==> src/rtl/clk_sel_params.svh <==
`ifndef CLK_SEL_PARAMS_SVH
`define CLK_SEL_PARAMS_SVH
// Contract
// - two-bit select field chooses primary, secondary or internal oscillator
// - primary source comes from three-bit configuration setting, not select field
// - source changes only after a brief transition interval following a write
// - startup done bit (bit 3) set once timer expired and primary drives clock
// - secondary running bit (bit 6) set while secondary oscillator drives clock
// - startup done and secondary running never both set
// - both status bits clear means internal oscillator drives or is starting
// - halt enters sleep when idle enable clear, idle when set
// - secondary source selectable only while secondary enable bit (bit 3) set
// - halt with secondary selected but not enabled is ignored
// - select field cleared on every reset
// - select 00 uses internal if default choice clear, primary if set
// - switch pauses two old-source cycles plus three to four new-source cycles; code always waits exactly three new-source cycles
// - select 10 is primary, 01 is secondary
`define SEL_W             2
`define OSC_CFG_W         3
`define SEL_RESET         2'h0
`define STARTUP_DONE_BIT  3
`define SEC_RUNNING_BIT   6
`define SEC_ENABLE_BIT    3
`define OLD_CYCLES        3'h2
`define NEW_CYCLES_MIN    3'h3
`define NEW_CYCLES_MAX    3'h4
`endif

==> src/rtl/clk_sel_pkg.sv <==
package clk_sel_pkg;
  typedef enum logic [1:0] {
    SRC_INTERNAL  = 2'b00,
    SRC_SECONDARY = 2'b01,
    SRC_PRIMARY   = 2'b10
  } src_t;
  typedef enum logic [1:0] {
    SW_RUN      = 2'b00,
    SW_OLD_WAIT = 2'b01,
    SW_NEW_WAIT = 2'b10
  } sw_state_t;
  typedef enum logic [1:0] {
    PM_RUN   = 2'b00,
    PM_SLEEP = 2'b01,
    PM_IDLE  = 2'b10
  } pm_t;
endpackage

==> src/rtl/edge_sync.sv <==
`timescale 1ns/10ps
// two-stage synchroniser plus rising-edge pulse of an oscillator tick
module edge_sync (
  input  wire logic clk_sys,
  input  wire logic rst_b,
  input  wire logic async_in,
  output logic      level,
  output logic      rise
);
  logic meta;
  logic sync;
  logic prev;
  logic next_meta;
  logic next_sync;
  logic next_prev;

  // meta feeds only the second stage
  always_comb begin
    next_meta = async_in;
    next_sync = meta;
    next_prev = sync;
  end

  always_ff @(posedge clk_sys or negedge rst_b) begin
    if (!rst_b) begin
      meta <= 1'b0;
      sync <= 1'b0;
      prev <= 1'b0;
    end else begin
      meta <= next_meta;
      sync <= next_sync;
      prev <= next_prev;
    end
  end

  assign level = sync;
  assign rise  = sync & ~prev;
endmodule

==> src/rtl/system_clock_source_select.sv <==
`timescale 1ns/10ps
`include "clk_sel_params.svh"
module system_clock_source_select
  import clk_sel_pkg::*;
(
  input  wire logic                  clk_sys,
  input  wire logic                  rst_b,
  input  wire logic                  sel_wr,
  input  wire logic [`SEL_W-1:0]     sel_wdata,
  input  wire logic                  idle_wr,
  input  wire logic                  idle_wdata,
  input  wire logic                  secondary_osc_enable,
  input  wire logic [`OSC_CFG_W-1:0] primary_osc_config,
  input  wire logic                  default_source_choice,
  input  wire logic                  halt_exec,
  input  wire logic                  wake_event,
  input  wire logic                  startup_timer_done,
  input  wire logic                  internal_stable,
  input  wire logic                  tick_internal,
  input  wire logic                  tick_secondary,
  input  wire logic                  tick_primary,
  output logic [`SEL_W-1:0]          clock_source_select,
  output logic                       idle_on_halt_enable,
  output logic [1:0]                 active_source,
  output logic [`OSC_CFG_W-1:0]      primary_mode,
  output logic                       clock_gate,
  output logic                       osc_startup_done,
  output logic                       secondary_osc_running,
  output logic                       sleep_mode,
  output logic                       idle_mode
);

  // pin-side inputs pass two flops before any logic reads them
  logic tick_int_rise, tick_sec_rise, tick_pri_rise;
  logic sec_en_s, ost_s, int_stable_s;

  edge_sync u_tick_int (.clk_sys(clk_sys), .rst_b(rst_b), .async_in(tick_internal),
                        .level(), .rise(tick_int_rise));
  edge_sync u_tick_sec (.clk_sys(clk_sys), .rst_b(rst_b), .async_in(tick_secondary),
                        .level(), .rise(tick_sec_rise));
  edge_sync u_tick_pri (.clk_sys(clk_sys), .rst_b(rst_b), .async_in(tick_primary),
                        .level(), .rise(tick_pri_rise));
  edge_sync u_sec_en   (.clk_sys(clk_sys), .rst_b(rst_b), .async_in(secondary_osc_enable),
                        .level(sec_en_s), .rise());
  edge_sync u_ost      (.clk_sys(clk_sys), .rst_b(rst_b), .async_in(startup_timer_done),
                        .level(ost_s), .rise());
  edge_sync u_int_st   (.clk_sys(clk_sys), .rst_b(rst_b), .async_in(internal_stable),
                        .level(int_stable_s), .rise());

  // map a select value onto a physical source
  function automatic src_t decode_src(input logic [1:0] sel, input logic dflt);
    case (sel)
      2'b01:   decode_src = SRC_SECONDARY;
      2'b10:   decode_src = SRC_PRIMARY;
      2'b00:   decode_src = dflt ? SRC_PRIMARY : SRC_INTERNAL;
      default: decode_src = SRC_INTERNAL;
    endcase
  endfunction

  // tick of a given source, used for both old and new counts
  function automatic logic src_tick(input src_t s, input logic ti, input logic ts,
                                    input logic tp);
    case (s)
      SRC_SECONDARY: src_tick = ts;
      SRC_PRIMARY:   src_tick = tp;
      default:       src_tick = ti;
    endcase
  endfunction

  // control fields
  logic [1:0] sel_q, next_sel;
  logic       idle_q, next_idle;
  logic [2:0] cfg_q, next_cfg;
  logic       cfg_loaded, next_cfg_loaded;

  // configuration is latched once after reset release, not under reset
  always_comb begin
    next_sel        = sel_q;
    next_idle       = idle_q;
    next_cfg        = cfg_q;
    next_cfg_loaded = 1'b1;
    if (!cfg_loaded) begin
      next_cfg = primary_osc_config;
    end
    if (sel_wr) begin
      next_sel = sel_wdata;
    end
    if (idle_wr) begin
      next_idle = idle_wdata;
    end
  end

  always_ff @(posedge clk_sys or negedge rst_b) begin
    if (!rst_b) begin
      sel_q      <= `SEL_RESET;
      idle_q     <= 1'b0;
      cfg_q      <= 3'h0;
      cfg_loaded <= 1'b0;
    end else begin
      sel_q      <= next_sel;
      idle_q     <= next_idle;
      cfg_q      <= next_cfg;
      cfg_loaded <= next_cfg_loaded;
    end
  end

  // switch machine: glitch-free handover between sources
  sw_state_t  state, next_state;
  src_t       cur_src, next_cur_src;
  src_t       tgt_src, next_tgt_src;
  logic [2:0] cnt, next_cnt;
  logic       gate, next_gate;
  src_t       want_src;
  logic       sec_blocked;
  logic       old_tick, new_tick;

  // secondary is refused while its oscillator is disabled; hold current source
  always_comb begin
    want_src    = decode_src(sel_q, default_source_choice);
    sec_blocked = (want_src == SRC_SECONDARY) && !sec_en_s;
    old_tick    = src_tick(cur_src, tick_int_rise, tick_sec_rise, tick_pri_rise);
    new_tick    = src_tick(tgt_src, tick_int_rise, tick_sec_rise, tick_pri_rise);
  end

  always_comb begin
    next_state   = state;
    next_cur_src = cur_src;
    next_tgt_src = tgt_src;
    next_cnt     = cnt;
    next_gate    = gate;
    case (state)
      SW_RUN: begin
        // a change never takes effect in the same cycle as the write
        if (want_src != cur_src && !sec_blocked) begin
          next_tgt_src = want_src;
          next_cnt     = 3'h0;
          next_gate    = 1'b0;
          next_state   = SW_OLD_WAIT;
        end
      end
      SW_OLD_WAIT: begin
        if (old_tick) begin
          if (cnt == `OLD_CYCLES - 3'h1) begin
            next_cnt   = 3'h0;
            next_state = SW_NEW_WAIT;
          end else begin
            next_cnt = cnt + 3'h1;
          end
        end
      end
      SW_NEW_WAIT: begin
        // exactly three new-source edges; the NEW_CYCLES_MAX bound is never used
        if (new_tick) begin
          if (cnt == `NEW_CYCLES_MIN - 3'h1) begin
            next_cur_src = tgt_src;
            next_gate    = 1'b1;
            next_cnt     = 3'h0;
            next_state   = SW_RUN;
          end else begin
            next_cnt = cnt + 3'h1;
          end
        end
      end
      default: begin
        next_state = SW_RUN;
        next_gate  = 1'b1;
      end
    endcase
  end

  always_ff @(posedge clk_sys or negedge rst_b) begin
    if (!rst_b) begin
      state   <= SW_RUN;
      cur_src <= SRC_INTERNAL;   // internal runs until the first switch away completes
      tgt_src <= SRC_INTERNAL;
      cnt     <= 3'h0;
      gate    <= 1'b1;
    end else begin
      state   <= next_state;
      cur_src <= next_cur_src;
      tgt_src <= next_tgt_src;
      cnt     <= next_cnt;
      gate    <= next_gate;
    end
  end

  // power-managed mode on halt
  pm_t pm, next_pm;

  always_comb begin
    next_pm = pm;
    case (pm)
      PM_RUN: begin
        if (halt_exec && !sec_blocked) begin
          next_pm = idle_q ? PM_IDLE : PM_SLEEP;
        end
      end
      PM_SLEEP, PM_IDLE: begin
        if (wake_event) begin
          next_pm = PM_RUN;
        end
      end
      default: next_pm = PM_RUN;
    endcase
  end

  always_ff @(posedge clk_sys or negedge rst_b) begin
    if (!rst_b) begin
      pm <= PM_RUN;
    end else begin
      pm <= next_pm;
    end
  end

  // status derived from the multiplexer state and the start-up timer, never written by software
  logic next_ost_flag, next_sec_flag;

  always_comb begin
    // taken from the next mux state so a flag drops in the same cycle as the gate
    next_ost_flag = next_gate && (next_cur_src == SRC_PRIMARY) && ost_s;
    next_sec_flag = next_gate && (next_cur_src == SRC_SECONDARY);
    // the two are exclusive by source; internal clears both
    if (next_cur_src == SRC_INTERNAL) begin
      next_ost_flag = 1'b0;
      next_sec_flag = 1'b0;
    end
  end

  always_ff @(posedge clk_sys or negedge rst_b) begin
    if (!rst_b) begin
      osc_startup_done      <= 1'b0;
      secondary_osc_running <= 1'b0;
      clock_source_select   <= `SEL_RESET;
      idle_on_halt_enable   <= 1'b0;
      active_source         <= 2'b00;
      primary_mode          <= 3'h0;
      clock_gate            <= 1'b1;
      sleep_mode            <= 1'b0;
      idle_mode             <= 1'b0;
    end else begin
      osc_startup_done      <= next_ost_flag;
      secondary_osc_running <= next_sec_flag;
      clock_source_select   <= next_sel;
      idle_on_halt_enable   <= next_idle;
      active_source         <= next_cur_src;
      primary_mode          <= next_cfg;
      clock_gate            <= next_gate;
      sleep_mode            <= (next_pm == PM_SLEEP);
      idle_mode             <= (next_pm == PM_IDLE);
    end
  end

  // internal stability is synchronised but read by no logic or output
  logic unused_ok;
  assign unused_ok = int_stable_s;
endmodule
==> config.mk <==
export PLATFORM = sky130hd
export DESIGN_NAME = system_clock_source_select
export DESIGN_NICKNAME = d
export VERILOG_FILES = /design/src/rtl/clk_sel_pkg.sv /design/src/rtl/edge_sync.sv /design/src/rtl/system_clock_source_select.sv
export VERILOG_INCLUDE_DIRS = /design/src /design/src/rtl
export SDC_FILE = /design/constraint.sdc
export NUM_CORES = 1
export LEC_CHECK = 0
export ABC_AREA = 1
export BUFFER_PORTS_ARGS = -buffer_cell sky130_fd_sc_hd__buf_2
export CORE_MARGIN = 3
export CORE_UTILIZATION = 45
export DETAILED_ROUTE_END_ITERATION = 16
export GPL_TIMING_DRIVEN = 0
export PLACE_DENSITY = 0.67
export SLEW_MARGIN = 10
export SYNTH_ARGS = -nofsm -noshare
export SYNTH_HDL_FRONTEND = slang
export SYNTH_SLANG_ARGS = --single-unit
==> constraint.sdc <==
create_clock -name clk_sys -period 4.75 [get_ports clk_sys]
set_clock_uncertainty 0.15 [all_clocks]
set_input_delay 0.95 -clock clk_sys [delete_from_list [all_inputs] [get_ports clk_sys]]
set_output_delay 0.95 -clock clk_sys [all_outputs]
set_load 0.02 [all_outputs]
==> impl_metrics.ini <==
[yosys]
synth-seq-area-share_pct = 52.9
multiplexer_share_of_the_synthesized_area_pct = 2.64
synth_compound_area_share_pct = 3.81
arithmetic_cell_share_of_the_synthesized_area_counting_full_adders_half_adders_and_majority_gates_pct = 7.33
synth_top_family_by_area = simple AND/OR/NAND/NOR gates
xor_xnor_cell_area_share_of_the_yosys_netlist_pct = 1.03
synth_area_um2 = 1710
netlist-cell-type-count = 26
count_of_yosys_warnings_during_synthesis = 0
synthCells = 180
mappedNetlistNets = 209
syn_avg_cell_area_um2 = 9.48
yosys.area_share.simple_pct = 24.9
ys_ff_latch = 36

[worst_setup_path]
kind_of_cell_with_the_highest_combined_delay_on_the_critical_path = flip-flops
worstReg2RegStart = tgt_src[0]$_DFFE_PN0P_
critical_path_class = reg2out
worst_ep_arrival_time_ps = 980
worstPathMaxFanout = 2
delay_of_the_slowest_cell_on_the_worst_path_ps = 540
rrSetupSlack_ps = 3040
cp_slowest_cell = dfstp_2
worst_endpoint_required_time_ps = 3650
setup.worst_path.start_class = flop
critical_path_buffer_and_inverter_count = 1
timing.rr.end = cnt[0]$_DFFE_PN0P_
chain_of_cells_forming_the_critical_path = buf_2
r2r_cells = 10
critical_path.endpoint_type = output port

[pwr]
power-per-cell-area_nw_per_um2 = 500
leakagePower_uw = 0.00109
power.ir.vdd_worst_uv = 282

[timing]
clock.fmax_ghz = 0.481
worstMarginPinSlew_ps = 770
post-route-min-period_ps = 2080
pnr_worst_setup_slack_ps = 2670
hold_viol = 0
timing.final.max_slew_violations = 0
rsz0062_at_grt = false
tns_ps = 0
setup_viol = 0
slew_hr_pct = 48.6
post-route-period-util_pct = 43.8

[drt]
final_antenna_net_count = 0
post-route-drc-count = 0
via_per_inst = 4.85
via_count = 1281
avgRoutedWirePerCell_um = 11.2
wl_um = 2960
dr.pass1.iters = 4
detailedRoute.firstIterationViolations = 46

[global_routing]
grt_overflow_total = 0
gr-usage-all-layers_pct = 16.0
grt_pass1_vias = 1314
maximum_number_of_pins_on_one_net_before_global_route_repair = 37
number_of_antenna_violations_at_the_first_check_in_global_routing = 0
grt_pass1_wl_um = 5320

[min_path]
min_path_cells = 0
min_delay_src = u_ost.meta$_DFF_PN0_
holdPathEnd = u_ost.level$_DFF_PN0_
worstHoldPathType = reg2reg

[die]
fp-row-count = 21
fp.dieArea_um2 = 4570
die_height_um = 67.6
io_pins = 32
placeableCoreArea_um2 = 3490
initial_utilization_pct = 48.8
chipWidth_um = 67.6

[clock_network]
clk_root_buffer_cell = clkbuf_8
ctsResizeCount = 0
number_of_buffers_created_by_cts = 5
cts.htree.levels = 2
clock_sink_count = 36
tritoncts_clock_tree = built
worstSkewPairLatency_ps = 290
postCtsHoldBufs = 0
postCtsSetupBuffers = 0
clk_path_buf_depth = 2
clkTransAtPathRegs_ps = 70

[job]
timing.max_cap.violations = 0

[final_layout]
multi_input_area_um2 = 681
areaGrowthSynthToFinish_pct = 17.4
layout_nets = 246
layout.filler_cells = 301
seqCellArea_um2 = 902
antennaDiodeCount = 0
layout-drive-gt1-share_pct = 28.4

[place]
globalplace.congestion = 0.870
dp_hpwl_um = 2300
post-place-ws_ps = 2690
quantity_of_i_o_buffers_inserted_on_ports = 30

[status]
run_status = finished, final reports clean
[cells in the final DEF (no fill, tap or decap), types with 2 or more instances in the layout]
cell type and n:
a21oi_2 2, buf_2 30, clkbuf_8 5, dfrtp_1 35, ha_1 10, inv_1 29
inv_2 4, mux2_2 4, nand2_1 42, nand2_2 6, nand3_1 14, nand3_2 2
nand4_1 7, nor2_1 5, nor3_1 2, o21ai_0 5, o21ai_1 2
[worst reg2reg max path: stages, from the launching register on]
cell and delay (ps):
dfrtp_1 360, inv_1 80, ha_1 300, nand3b_2 260, nand2_1 80, nand2_1 50, nand2_1 70, inv_2 70
nand3_1 110, nand2_1 60, nand2_1 60
[worst max path at each step]
| stage | from | end | slack (ps) | depth (start not counted) |
|---|---|---|---|---|
| 2_1_floorplan | default_source_choice | cnt[1]$_DFFE_PN0P_ | 2920 | 10 |
| 3_3_place_gp | default_source_choice | cnt[1]$_DFFE_PN0P_ | 2710 | 11 |
| 3_5_place_dp | default_source_choice | state[0]$_DFFE_PN0P_ | 2690 | 11 |
| 4_1_cts | clock_gate$_DFF_PN1_ | clock_gate | 2650 | 1 |
| 5_1_grt | clock_gate$_DFF_PN1_ | clock_gate | 2630 | 1 |
| 6_report | clock_gate$_DFF_PN1_ | clock_gate | 2670 | 1 |
[cell families after synthesis]
| kind of cell | after synthesis |
|---|---|
| compound gates | 11 |
| xor+xnor | 2 |
| fa+ha+maj | 10 |
| buf+inv | 33 |
| flops | 36 |
| mux | 4 |
| other cells | 1 |
| simple gates | 83 |
[cell usage after synthesis, drive strengths merged]
cell	count	area [um^2]
nand4	8	56.3
nand3b	2	31.3
conb	1	3.75
xor2	1	8.76
a21oi	3	22.5
nand2	49	206
dfstp	1	26.3
ha	10	125
inv	33	124
xnor2	1	8.76
nor2	6	30.0
mux2	4	45.0
nand3	16	90.1
o21ai	7	35.0
a211oi	1	7.51
dfrtp	35	876
nor3	2	10.0
[report_power, final]
| part | internal [uW] | leakage (uW) | total, uW | switching, uW |
|---|---|---|---|---|
| Combinational | 135 | 0.000598 | 383 | 249 |
| Sequential | 362 | 0.000444 | 404 | 42.7 |
| Clock | 104 | 0.0000445 | 214 | 111 |
| Total | 600 | 0.00109 | 1000 | 402 |
[metrics by stage]
| stage | cell area (um^2) | util [%] | hold WS (ps) | total power (uW) | std cells |
|---|---|---|---|---|---|
| global placement | 1910 | 54.8 | 184 | 779 | 256 |
| floorplan | 1710 | - | 181 | 699 | 180 |
| detailed placement | 1910 | 54.8 | 185 | 797 | 256 |
| finish | 2000 | 57.4 | 201 | 1000 | 264 |
| global route | 2000 | 57.4 | 209 | 1090 | 264 |
| CTS | 2000 | 57.4 | 203 | 1020 | 264 |
[per-layer routing]
layer  vias to the layer above  wire length [um]  track usage [%]  share of wire, %
li1                        644                 -                -                 -
met1                       603              1200             17.2                40
met2                        28              1580             28.1                53
met3                         6               144             6.16               4.9
met4                         0                37             6.08               1.3
met5                         -                 0                0                 0
[flip-flops by register name, indices dropped and copies added (netlist names), 2 cells and up]
signal / flops
active_source: 2
tgt_src: 2
clock_source_select: 2
primary_mode: 3
state: 2
cnt: 3
pm: 2
[area by class of cell]
class / count / share of cell area [%]
sequential: 36 / 45.0
multi-input combinational: 111 / 34.0
timing repair buffer: 30 / 7.49
inverter: 33 / 6.18
clock buffer: 5 / 3.43
tap: 46 / 2.87
clock inverter: 3 / 1.06
Power figures use the tool's default switching activity.
